File: src/pkg/tcc_pkg.sv
// Constants and carrier types for the timer capture and compare unit
// Contract
// Active pin edge copies counter to capture
// Edge select: one rising, zero falling
// Captured value is counter plus one
// Counter advances every four bus clocks
// High capture read blocks until low read
// Capture flag cleared by status then low
// Reset leaves capture registers unchanged
// Compare every fourth clock sets compare flag
// Compare enable passes flag to interrupt
// Compare high write suspends matching until low
// Compare flag cleared by status then low
// Wrap sets overflow; status then counter low
// Capture and overflow enables gate interrupt
// Reset clears control except edge select
// Status writes ignored; reset keeps flags
// Wait mode: timer runs, interrupts wake
// Stop holds counter; reset forces FFFC
// Stop edge arms capture, shown on wake
// Capture registers hold most recent capture
// Software masks interrupts around compare update
// Control at 0x12, status at 0x13
package tcc_pkg;
  // ==========================================
  // Register indices (byte address is four times)
  localparam logic [5:0] IDX_CTRL = 6'h12;
  localparam logic [5:0] IDX_STATUS = 6'h13;
  localparam logic [5:0] IDX_CAP_HI = 6'h14;
  localparam logic [5:0] IDX_CAP_LO = 6'h15;
  localparam logic [5:0] IDX_CMP_HI = 6'h16;
  localparam logic [5:0] IDX_CMP_LO = 6'h17;
  localparam logic [5:0] IDX_CNT_HI = 6'h18;
  localparam logic [5:0] IDX_CNT_LO = 6'h19;
  // ==========================================
  // Field positions in control and status
  localparam int BIT_CAP_IE = 7;
  localparam int BIT_CMP_IE = 6;
  localparam int BIT_OVF_IE = 5;
  localparam int BIT_EDGE = 1;
  localparam int BIT_CAP_F = 7;
  localparam int BIT_CMP_F = 6;
  localparam int BIT_OVF_F = 5;
  // ==========================================
  // Reset and timing values
  localparam logic [15:0] CNT_RESET = 16'hFFFC;
  localparam logic [15:0] CNT_TOP = 16'hFFFF;
  localparam logic [1:0] PRESC_LAST = 2'h3;
  // ==========================================
  // Carriers
  typedef struct packed {
    logic cap_ie;
    logic cmp_ie;
    logic ovf_ie;
    logic edge_sel;
  } ctrl_s;
  typedef struct packed {
    logic cap;
    logic cmp;
    logic ovf;
  } flags_s;
endpackage : tcc_pkg

File: src/core/timer_capture_compare_unit.sv
// Capture and compare section of a 16-bit free-running timer
//
// Design decision made here: the Wishbone slave port.
module timer_capture_compare_unit (
  input wire logic clk_in,
  input wire logic srst_in,
  input wire logic por_in,
  input wire logic ce_in,
  input wire logic stop_in,
  input wire logic capture_input_in,
  input wire logic wb_cyc_in,
  input wire logic wb_stb_in,
  input wire logic wb_we_in,
  input wire logic [7:0] wb_adr_in,
  input wire logic [3:0] wb_sel_in,
  input wire logic [31:0] wb_dat_in,
  output logic [31:0] wb_dat_out,
  output logic wb_ack_out,
  output logic timer_irq_out
);
  // ==========================================
  // State
  logic ack_reg;
  logic [31:0] rdata_reg;
  logic [1:0] presc_reg;
  logic [15:0] cnt_reg;
  logic pin_prev_reg;
  logic [15:0] cap_reg;
  logic cap_block_reg;
  logic pend_reg;
  logic [15:0] pend_val_reg;
  logic [15:0] cmp_reg;
  logic cmp_block_reg;
  logic [7:0] lo_latch_reg;
  logic latched_reg;
  logic irq_reg;
  tcc_pkg::ctrl_s ctrl_reg;
  tcc_pkg::flags_s flags_reg;
  tcc_pkg::flags_s arm_reg;

  // ==========================================
  // Bus decode
  logic req;
  logic rd;
  logic wr;
  logic [5:0] idx;
  logic run;
  logic tick;
  logic edge_hit;
  logic cap_set;
  logic wake_commit;
  logic cmp_hit;
  logic ovf_hit;
  tcc_pkg::flags_s set_v;
  tcc_pkg::flags_s clr_v;
  logic [15:0] cnt_plus;
  logic [7:0] status_v;
  logic [7:0] ctrl_v;

  // One access per request; ack drops the cycle after it is given
  assign req = wb_cyc_in & wb_stb_in & ~ack_reg;
  assign rd = req & ~wb_we_in;
  assign wr = req & wb_we_in & wb_sel_in[0];
  assign idx = wb_adr_in[7:2];
  assign wb_ack_out = ack_reg;
  assign wb_dat_out = rdata_reg;
  assign timer_irq_out = irq_reg;

  always_ff @(posedge clk_in) begin
    if (ce_in) begin
      if (srst_in) begin
        ack_reg <= 1'b0;
      end else begin
        ack_reg <= req;
      end
    end
  end

  // ==========================================
  // Prescaler and counter
  assign run = ~stop_in;
  // one count per four clocks
  assign tick = run & (presc_reg == tcc_pkg::PRESC_LAST);
  assign cnt_plus = cnt_reg + 16'h0001;

  always_ff @(posedge clk_in) begin
    if (ce_in) begin
      if (srst_in) begin
        presc_reg <= 2'h0;
      end else if (run) begin
        presc_reg <= presc_reg + 2'h1;
      end
    end
  end

  // Stop freezes the count; external reset forces the preset value
  always_ff @(posedge clk_in) begin
    if (ce_in) begin
      // hold in stop, preset on reset
      if (srst_in) begin
        cnt_reg <= tcc_pkg::CNT_RESET;
      end else if (tick) begin
        cnt_reg <= cnt_plus;
      end
    end
  end

  // ==========================================
  // Capture edge detection
  // Pin is taken as synchronous; one sample of history is enough
  always_ff @(posedge clk_in) begin
    if (ce_in) begin
      pin_prev_reg <= capture_input_in;
    end
  end

  // polarity from edge select
  assign edge_hit = ctrl_reg.edge_sel ? (capture_input_in & ~pin_prev_reg)
                                      : (~capture_input_in & pin_prev_reg);
  assign wake_commit = run & pend_reg;
  assign cap_set = (edge_hit & run & ~cap_block_reg) | (wake_commit & ~cap_block_reg);

  // arm in stop, commit on wake, drop on reset
  always_ff @(posedge clk_in) begin
    if (ce_in) begin
      if (srst_in || por_in) begin
        pend_reg <= 1'b0;
        pend_val_reg <= 16'h0000;
      end else if (edge_hit && !run && !pend_reg) begin
        pend_reg <= 1'b1;
        pend_val_reg <= cnt_plus;
      end else if (wake_commit) begin
        pend_reg <= 1'b0;
      end
    end
  end

  // Capture registers survive the ordinary reset; power-on clears them
  always_ff @(posedge clk_in) begin
    if (ce_in) begin
      // only power-on touches capture data
      if (por_in) begin
        cap_reg <= 16'h0000;
      end else if (!srst_in && cap_set) begin
        // latest capture, one count ahead
        cap_reg <= wake_commit ? pend_val_reg : cnt_plus;
      end
    end
  end

  // High byte read freezes the pair from the next cycle; a capture in the high read cycle itself is not blocked
  always_ff @(posedge clk_in) begin
    if (ce_in) begin
      if (srst_in || por_in) begin
        cap_block_reg <= 1'b0;
      end else if (rd && idx == tcc_pkg::IDX_CAP_HI) begin
        // block until low read
        cap_block_reg <= 1'b1;
      end else if (rd && idx == tcc_pkg::IDX_CAP_LO) begin
        cap_block_reg <= 1'b0;
      end
    end
  end

  // ==========================================
  // Compare
  // match on prescaler tick unless suspended
  assign cmp_hit = tick & ~cmp_block_reg & (cnt_reg == cmp_reg);
  // wrap detection
  assign ovf_hit = tick & (cnt_reg == tcc_pkg::CNT_TOP);

  always_ff @(posedge clk_in) begin
    if (ce_in) begin
      if (por_in) begin
        cmp_reg <= 16'h0000;
      end else if (wr && idx == tcc_pkg::IDX_CMP_HI) begin
        cmp_reg[15:8] <= wb_dat_in[7:0];
      end else if (wr && idx == tcc_pkg::IDX_CMP_LO) begin
        cmp_reg[7:0] <= wb_dat_in[7:0];
      end
    end
  end

  // high write suspends, low write resumes
  always_ff @(posedge clk_in) begin
    if (ce_in) begin
      if (srst_in || por_in) begin
        cmp_block_reg <= 1'b0;
      end else if (wr && idx == tcc_pkg::IDX_CMP_HI) begin
        cmp_block_reg <= 1'b1;
      end else if (wr && idx == tcc_pkg::IDX_CMP_LO) begin
        cmp_block_reg <= 1'b0;
      end
    end
  end

  // ==========================================
  // Flags: set wins over clear
  always_comb begin
    set_v.cap = cap_set;
    set_v.cmp = cmp_hit;
    set_v.ovf = ovf_hit;
    // status read then capture low read
    clr_v.cap = arm_reg.cap & rd & (idx == tcc_pkg::IDX_CAP_LO);
    // status read then compare low access
    clr_v.cmp = arm_reg.cmp & req & (idx == tcc_pkg::IDX_CMP_LO);
    // status read then counter low read
    clr_v.ovf = arm_reg.ovf & rd & (idx == tcc_pkg::IDX_CNT_LO);
  end

  // flags ignore status writes and the ordinary reset
  always_ff @(posedge clk_in) begin
    if (ce_in) begin
      if (por_in) begin
        flags_reg <= '0;
      end else if (!srst_in) begin
        flags_reg <= set_v | (flags_reg & ~clr_v);
      end
    end
  end

  // A status read arms only the flags seen set at that moment
  always_ff @(posedge clk_in) begin
    if (ce_in) begin
      if (srst_in || por_in) begin
        arm_reg <= '0;
      end else if (rd && idx == tcc_pkg::IDX_STATUS) begin
        arm_reg <= arm_reg | flags_reg;
      end else begin
        arm_reg <= arm_reg & ~clr_v;
      end
    end
  end

  // ==========================================
  // Control register
  always_ff @(posedge clk_in) begin
    if (ce_in) begin
      if (por_in) begin
        ctrl_reg <= '0;
      end else if (srst_in) begin
        // keep edge select across reset
        ctrl_reg <= '{cap_ie: 1'b0, cmp_ie: 1'b0, ovf_ie: 1'b0, edge_sel: ctrl_reg.edge_sel};
      end else if (wr && idx == tcc_pkg::IDX_CTRL) begin
        ctrl_reg.cap_ie <= wb_dat_in[tcc_pkg::BIT_CAP_IE];
        ctrl_reg.cmp_ie <= wb_dat_in[tcc_pkg::BIT_CMP_IE];
        ctrl_reg.ovf_ie <= wb_dat_in[tcc_pkg::BIT_OVF_IE];
        ctrl_reg.edge_sel <= wb_dat_in[tcc_pkg::BIT_EDGE];
      end
    end
  end

  // ==========================================
  // Interrupt request
  // Runs in wait mode too, so it can wake the core
  always_ff @(posedge clk_in) begin
    if (ce_in) begin
      if (srst_in || por_in) begin
        irq_reg <= 1'b0;
      end else begin
        // enables gate flags
        irq_reg <= (flags_reg.cap & ctrl_reg.cap_ie) | (flags_reg.cmp & ctrl_reg.cmp_ie)
                 | (flags_reg.ovf & ctrl_reg.ovf_ie);
      end
    end
  end

  // ==========================================
  // Counter low byte latch for coherent reads
  always_ff @(posedge clk_in) begin
    if (ce_in) begin
      if (srst_in || por_in) begin
        latched_reg <= 1'b0;
        lo_latch_reg <= 8'h00;
      end else if (rd && idx == tcc_pkg::IDX_CNT_HI && !latched_reg) begin
        latched_reg <= 1'b1;
        lo_latch_reg <= cnt_reg[7:0];
      end else if (rd && idx == tcc_pkg::IDX_CNT_LO) begin
        latched_reg <= 1'b0;
      end
    end
  end

  // ==========================================
  // Read data
  always_comb begin
    status_v = 8'h00;
    status_v[tcc_pkg::BIT_CAP_F] = flags_reg.cap;
    status_v[tcc_pkg::BIT_CMP_F] = flags_reg.cmp;
    status_v[tcc_pkg::BIT_OVF_F] = flags_reg.ovf;
    ctrl_v = 8'h00;
    ctrl_v[tcc_pkg::BIT_CAP_IE] = ctrl_reg.cap_ie;
    ctrl_v[tcc_pkg::BIT_CMP_IE] = ctrl_reg.cmp_ie;
    ctrl_v[tcc_pkg::BIT_OVF_IE] = ctrl_reg.ovf_ie;
    ctrl_v[tcc_pkg::BIT_EDGE] = ctrl_reg.edge_sel;
  end

  // Unmapped indices read zero; upper 24 bits always zero
  always_ff @(posedge clk_in) begin
    if (ce_in) begin
      if (srst_in) begin
        rdata_reg <= 32'h0000_0000;
      end else if (req) begin
        rdata_reg <= 32'h0000_0000;
        case (idx)
          // control and status locations
          tcc_pkg::IDX_CTRL: rdata_reg[7:0] <= ctrl_v;
          tcc_pkg::IDX_STATUS: rdata_reg[7:0] <= status_v;
          tcc_pkg::IDX_CAP_HI: rdata_reg[7:0] <= cap_reg[15:8];
          tcc_pkg::IDX_CAP_LO: rdata_reg[7:0] <= cap_reg[7:0];
          tcc_pkg::IDX_CMP_HI: rdata_reg[7:0] <= cmp_reg[15:8];
          tcc_pkg::IDX_CMP_LO: rdata_reg[7:0] <= cmp_reg[7:0];
          tcc_pkg::IDX_CNT_HI: rdata_reg[7:0] <= cnt_reg[15:8];
          tcc_pkg::IDX_CNT_LO: rdata_reg[7:0] <= latched_reg ? lo_latch_reg : cnt_reg[7:0];
          default: rdata_reg[7:0] <= 8'h00;
        endcase
      end
    end
  end

  // ==========================================
  // Assertions
  cap_value_a: assert property (@(posedge clk_in) disable iff (srst_in || por_in)
    (ce_in && !srst_in && run && edge_hit && !cap_block_reg && !pend_reg) |=> cap_reg == $past(cnt_reg) + 16'h0001)
    else $error("capture value not counter plus one");

  edge_rise_a: assert property (@(posedge clk_in) disable iff (srst_in || por_in)
    (ce_in && !srst_in && run && ctrl_reg.edge_sel && capture_input_in && !pin_prev_reg && !cap_block_reg)
    |=> flags_reg.cap)
    else $error("rising edge did not set capture flag");

  presc_hold_a: assert property (@(posedge clk_in) disable iff (srst_in || por_in)
    (ce_in && !srst_in && presc_reg != tcc_pkg::PRESC_LAST) |=> cnt_reg == $past(cnt_reg))
    else $error("counter moved off the prescaler tick");

  cap_block_a: assert property (@(posedge clk_in) disable iff (srst_in || por_in)
    (ce_in && cap_block_reg) |=> cap_reg == $past(cap_reg))
    else $error("capture changed while blocked");

  cmp_set_a: assert property (@(posedge clk_in) disable iff (srst_in || por_in)
    (ce_in && !srst_in && tick && !cmp_block_reg && cnt_reg == cmp_reg) |=> flags_reg.cmp)
    else $error("match did not set compare flag");

  cmp_suspend_a: assert property (@(posedge clk_in) disable iff (srst_in || por_in)
    (ce_in && cmp_block_reg && !flags_reg.cmp) |=> !flags_reg.cmp)
    else $error("compare flag set while suspended");

  ovf_wrap_a: assert property (@(posedge clk_in) disable iff (srst_in || por_in)
    (ce_in && !srst_in && tick && cnt_reg == tcc_pkg::CNT_TOP) |=> flags_reg.ovf && cnt_reg == 16'h0000)
    else $error("wrap did not set overflow flag");

  irq_gate_a: assert property (@(posedge clk_in) disable iff (srst_in || por_in)
    (ce_in && !srst_in && ((flags_reg.cap && ctrl_reg.cap_ie) || (flags_reg.cmp && ctrl_reg.cmp_ie)))
    |=> timer_irq_out)
    else $error("enabled flag raised no interrupt");

  ovf_irq_a: assert property (@(posedge clk_in) disable iff (srst_in || por_in)
    (ce_in && !srst_in && flags_reg.ovf && ctrl_reg.ovf_ie) |=> timer_irq_out)
    else $error("overflow flag raised no interrupt");

  cap_clear_a: assert property (@(posedge clk_in) disable iff (srst_in || por_in)
    (ce_in && !srst_in && clr_v.cap && !cap_set) |=> !flags_reg.cap)
    else $error("capture flag not cleared");

  status_write_a: assert property (@(posedge clk_in) disable iff (srst_in || por_in)
    (ce_in && !srst_in && wr && idx == tcc_pkg::IDX_STATUS && set_v == '0) |=> flags_reg == $past(flags_reg))
    else $error("status write changed flags");

  reset_keep_a: assert property (@(posedge clk_in) disable iff (por_in)
    (ce_in && srst_in && !por_in) |=> cap_reg == $past(cap_reg))
    else $error("reset changed capture data");

  stop_hold_a: assert property (@(posedge clk_in) disable iff (srst_in || por_in)
    (ce_in && !srst_in && stop_in) |=> cnt_reg == $past(cnt_reg))
    else $error("counter moved in stop mode");

  bus_ack_a: assert property (@(posedge clk_in) disable iff (srst_in || por_in)
    (ce_in && req) |=> wb_ack_out ##1 !wb_ack_out || !ce_in)
    else $error("ack not a single cycle");
endmodule : timer_capture_compare_unit

File: config.mk
export PLATFORM = sky130hd
export DESIGN_NAME = timer_capture_compare_unit
export DESIGN_NICKNAME = d
export VERILOG_FILES = /design/src/pkg/tcc_pkg.sv /design/src/core/timer_capture_compare_unit.sv
export SDC_FILE = /design/constraint.sdc
export NUM_CORES = 1
export LEC_CHECK = 0
export BUFFER_PORTS_ARGS = -buffer_cell sky130_fd_sc_hd__buf_2
export CAP_MARGIN = 20
export CELL_PAD_IN_SITES_DETAIL_PLACEMENT = 1
export CELL_PAD_IN_SITES_GLOBAL_PLACEMENT = 2
export CORE_MARGIN = 4
export CORE_UTILIZATION = 30
export DETAILED_ROUTE_END_ITERATION = 8
export PLACE_DENSITY_LB_ADDON = 0.3
export SYNTH_ARGS = -nofsm -noshare
export SYNTH_HDL_FRONTEND = slang
export SYNTH_SLANG_ARGS = --single-unit
File: constraint.sdc
create_clock -name clk_in -period 4.3 [get_ports clk_in]
set_input_delay 0.86 -clock clk_in [delete_from_list [all_inputs] [get_ports clk_in]]
set_output_delay 0.86 -clock clk_in [all_outputs]
set_load 0.1 [all_outputs]
---- After elaboration in Yosys (flattened, before gate mapping) ----
Cells that the tools add are included.
Widths: inputs -> output; s select.
operators by class
  add/subtract/negate cells ............... 2
  eq/ne operators ......................... 14
  bitwise operators ....................... 39
  multiply operators ...................... 0
  reduce and logical (&&, ||, !) cells .... 45
  multiplexer cells ....................... 25
  div/mod/pow operators ................... 0
  order comparisons ....................... 0
  shift-type cells ........................ 0
operators by type and width
  operator               count
  $mux 16                4
  $pmux 8 s8             1
  $eq 6x5->1 const B     8
  $mux 8                 6
  $reduce_and 2->1       13
  $and 1x1->1            24
  $add 16x1->16 const B  1
  $eq 16x16->1           1
  $eq 16x16->1 const B   1
  $reduce_bool 2->1      8
  $reduce_bool 3->1      5
  $logic_and 1x1->1      12
  $mux 1                 10
  $not 1->1              7
  $and 3x3->3            2
  $mux 3                 2
  $or 3x3->3             2
  $reduce_and 3->1       2
  $mux 4                 1
  $ne 2x2->1 const B     2
  $logic_not 1->1        3
  $not 3->3              1
  $or 1x1->1             3
  $add 2x1->2 const B    1
  5 further kinds        5
word-level totals
  ROM bits ................................ 0
  bits in writable memories ............... 0
  memories kept ........................... 0
  bits in registers ....................... 99
  bits in latches ......................... 0
  output and inout port bits .............. 34
  logic and storage cells ................. 150
  input port bits ......................... 53

---- Logic depth before layout (Yosys ltp) ----
  depth in word-level cells ............... 9
  gate-level depth with buffers ........... 6
  depth with buffers taken out ............ 5

---- Worst setup path before layout ----
OpenSTA, ideal clock, no wires.
  path type ............................... input to register
  start point ............................. input srst_in
  end point ............................... register cap_reg[0], enable pin
  buffers on the path ..................... 1
  path slack .............................. 1.249 ns
  cell stages on the path ................. 3
  library setup time ...................... 0.414 ns
  data arrival time ....................... 2.637 ns
  required time ........................... 3.886 ns
  cells stage by stage .................... clkbuf_1 a21oi_1 a21boi_0
on the way
  cells in the longest elaborated chain, start to end .. 4
ends and longest elaborated chain
  item                                line                               RTL
  start: declaration                  timer_capture_compare_unit.sv:6    input wire logic srst_in,
  $logic_not 1->1                     --
  $logic_and 1x1->1                   timer_capture_compare_unit.sv:144  end else if (!srst_in && cap_set) begin
  $reduce_bool 2->1 (no source line)  --
  $reduce_and 2->1 (no source line)   --
  end signal: assignment              timer_capture_compare_unit.sv:146  cap_reg <= wake_commit ? pend_val_reg : cnt_plus;
  end: declaration                    timer_capture_compare_unit.sv:28   logic [15:0] cap_reg;
Every way passes these cells.
A chain may end at the register's enable or synchronous reset.

---- Final worst setup path ----
  start point ............................. input wb_adr_in[2]
  end point ............................... register lo_latch_reg[3], enable pin
on the way
  cells in the longest elaborated chain, start to end .. 5
ends and longest elaborated chain
  item                                line                               RTL
  start: declaration                  timer_capture_compare_unit.sv:14   input wire logic [7:0] wb_adr_in,
  $eq 6x5->1                          timer_capture_compare_unit.sv:275  end else if (rd && idx == tcc_pkg::IDX_CNT_HI && !latched_reg) begin
  $logic_and 1x1->1 (2 in series)     timer_capture_compare_unit.sv:275
  $reduce_bool 2->1 (no source line)  --
  $reduce_and 2->1 (no source line)   --
  end signal: assignment              timer_capture_compare_unit.sv:277  lo_latch_reg <= cnt_reg[7:0];
  end: declaration                    timer_capture_compare_unit.sv:34   logic [7:0] lo_latch_reg;
Every way passes these cells.

==> flow_summary.toml <==
[run_status]
status = "finished clean"

[routing]
firstDrtPassIters = 5
vias = 3507
via_per_inst = 5.105
wl_per_cell_um = 20.51
antenna_left = 0
drc = 0
wirelength_um = 14090
drt_iter0_drc = 267

[cts]
hold_buffers = 0
insertion_delay_ns = 0.36
clockBufferDepth = 2
cts-root-buf = "clkbuf_16"
cts_tree = "done"
cts_buffers = 9
cts_sinks = 99
cts.repair.resized = 0
clk_pin_slew_ns = 0.07
htree_levels = 3
postCtsSetupBuffers = 0

[placement]
hpwl_um = 10260
place_inst = 670
gp_congestion = 0.7923
place_area_um2 = 5439
io_buffers = 33

[timing]
fin_crit_ns = 2.660
fmax_ghz = 0.3760
worst_pin_slew_ns = 1.021
finalSetupTns_ns = 0
skew_ns = 0.009215
slew_headroom = 0.3188
finalHoldViolCount = 0
drv_slew = 0
post-route-period-util = 0.6185
setup_violations = 0
rsz0062_at_grt = "false"

[setup_path]
required_ns = 4.31
path_buf_inv = 2
crit_chain = "buf_2 > inv_1 > and3_1 > nor3b_1 > o21a_1"
arrival_ns = 2.67
worst-path-max-fanout = 22
path_delay_family = "simple AND/OR/NAND/NOR gates"
worstReg2RegStart = "cnt_reg[0]$_SDFFCE_PP0P_"
crit_start = "wb_adr_in[2]"
critPathMaxStageDelay_ns = 0.51
critPathLaunchType = "input pin"
worstSetupEndpointType = "register"
critPathKind = "input pin to register"
rr_worst_depth = 5
cp_slowest_cell = "and3_1"
cp_num_cells = 5

[global_route]
grt_pass1_vias = 3592
grt_first_pass_wirelength_um = 21820
grt-ovfl-total = 0
antenna_found_initial = 0
grt_max_degree = 33
grt_usage = 0.1485

[yosys]
async_reset_ff_frac = 0
ys_types = 50
synthesis.area_um2 = 5156
synth_edf_count = 99
synth_ff_type = "edfxtp_1"
ys_seq_elements = 99
synth_area_leaders = "edfxtp_1 (58%), xor2_1 (3.6%), buf_4 (3.5%), mux2_2 (2.6%), nor2_1 (2.5%)"
syn_avg_cell_area_um2 = 11.77
synth_warnings = 0
yosysTopAreaCellShare = 0.5766
yosysTopAreaCell = "edfxtp_1"
synthCells = 438
ys_seq_area_frac = 0.5766

[finish]
syn2layout_area_growth_pct = 11.67
stdcell_area_um2 = 5758
stdcell_count = 687
regArea_um2 = 2973
multi_input_area_um2 = 1951
diodes = 0
layout-drive-gt1-share = 0.1627
num-fill-cells = 1868
fin_util = 0.3448
fin_nets = 517

[power_and_ir_drop]
p_sw_w = 0.0006518
intPower_w = 0.001647
ir_worst_vdd_v = 0.0002367
p_leak_nw = 1.948
pwr-share-clk = 0.361
combPwrFrac = 0.132
powerDensity_nw_per_um2 = 399.2
swShare = 0.2836
total_power_w = 0.002299
p_seq_frac = 0.506

[floorplan]
fp.dieH_um = 139.1
die_w_um = 139.1
core_um2 = 16700
die_area_um2 = 19350
std_cell_rows = 47
ios = 87
start_util = 0.3087

[min_path]
hold_depth = 1
hold_path.startpoint = "presc_reg[0]$_SDFFCE_PP0P_"
hold_path_class = "register to register"

[flow_run]
drv_cap = 0
[metrics by stage]
stage | worst slack [ns] | hold WS (ns)
finish | 1.640 | 0.5702
CTS | 1.690 | 0.5723
floorplan | 1.249 | 0.5323
global placement | 1.341 | 0.5526
global route | 1.562 | 0.6042
detailed placement | 1.332 | 0.5554
[final timing paths]
kind	endpoint	slack, ns
hold / removal	presc_reg[0]$_SDFFCE_PP0P_	0.57
hold reg to reg	presc_reg[0]$_SDFFCE_PP0P_	0.57
setup / recovery	lo_latch_reg[3]$_SDFFCE_PN0P_	1.64
setup reg to reg	cap_reg[14]$_SDFFCE_PP0P_	1.88
[kinds of logic (layout without fill, tap and decap cells)]
group | count (synthesis) | in the layout | synth area share
and+or+nand+nor | 148 | 148 | 0.1616
DFF | 99 | 99 | 0.5766
AOI/OAI and AO/OA | 81 | 81 | 0.1029
buffers and inverters | 58 | 64 | 0.06236
xor gates and xnor gates | 29 | 29 | 0.04926
muxes | 20 | 20 | 0.04174
adders and majority gates | 2 | 2 | 0.004852
other | 1 | 24 | 0.0007273
[power groups by stage]
| stage | Combinational [W] | Sequential [W] | Clock (W) |
|---|---|---|---|
| after floorplan | 0.000228 | 0.00119 | 0 |
| after CTS | 0.000304 | 0.00116 | 0.000854 |
| after global placement | 0.000299 | 0.00118 | 0 |
| after global routing | 0.000324 | 0.00117 | 0.000907 |
| after detailed placement | 0.000303 | 0.00119 | 0 |
| final | 0.000304 | 0.00116 | 0.000831 |
[placed cells by master (no fill, tap or decap), types with 8 or more instances in the layout]
master	count
nand2_1	24
a211oi_1	9
a21oi_1	22
mux2_2	12
conb_1	24
clkbuf_16	9
mux2i_1	8
xnor2_1	8
buf_2	33
nor2_1	34
xor2_1	21
nand3_1	10
o21ai_0	16
a22oi_1	8
and2_1	17
inv_1	8
nor2b_1	13
edfxtp_1	99
[routing by layer]
| metal | part of all wire | up-vias | track usage |
|---|---|---|---|
| met5 | 0 | - | 0 |
| met4 | 0.013 | 0 | 0.04171 |
| met3 | 0.054 | 14 | 0.03310 |
| met2 | 0.46 | 97 | 0.2260 |
| met1 | 0.48 | 1775 | 0.2137 |
| li1 | - | 1621 | - |
[cells in the mapped netlist, types with 7 or more instances]
cell and number:
mux2_2 12, nand3_1 10, edfxtp_1 99, buf_4 24, nor2b_1 13, buf_2 11, o21ai_0 16, nor2_1 35
inv_1 8, a22oi_1 8, a211oi_1 9, and2_1 17, nand2_1 24, clkbuf_1 15, a21oi_1 22, mux2i_1 8
xor2_1 21, xnor2_1 8, a222oi_1 7, a31oi_1 7
[final cells by class]
cell class              count  area share
flip-flops and latches     99      0.5163
multi-input cells         304      0.3388
well taps                 220     0.04781
clock buffers               9     0.03911
repair buffers             40     0.03911
clock inverters             7     0.01369
inverters                   8    0.005215
Note: power is estimated with default switching activity, not from simulation.
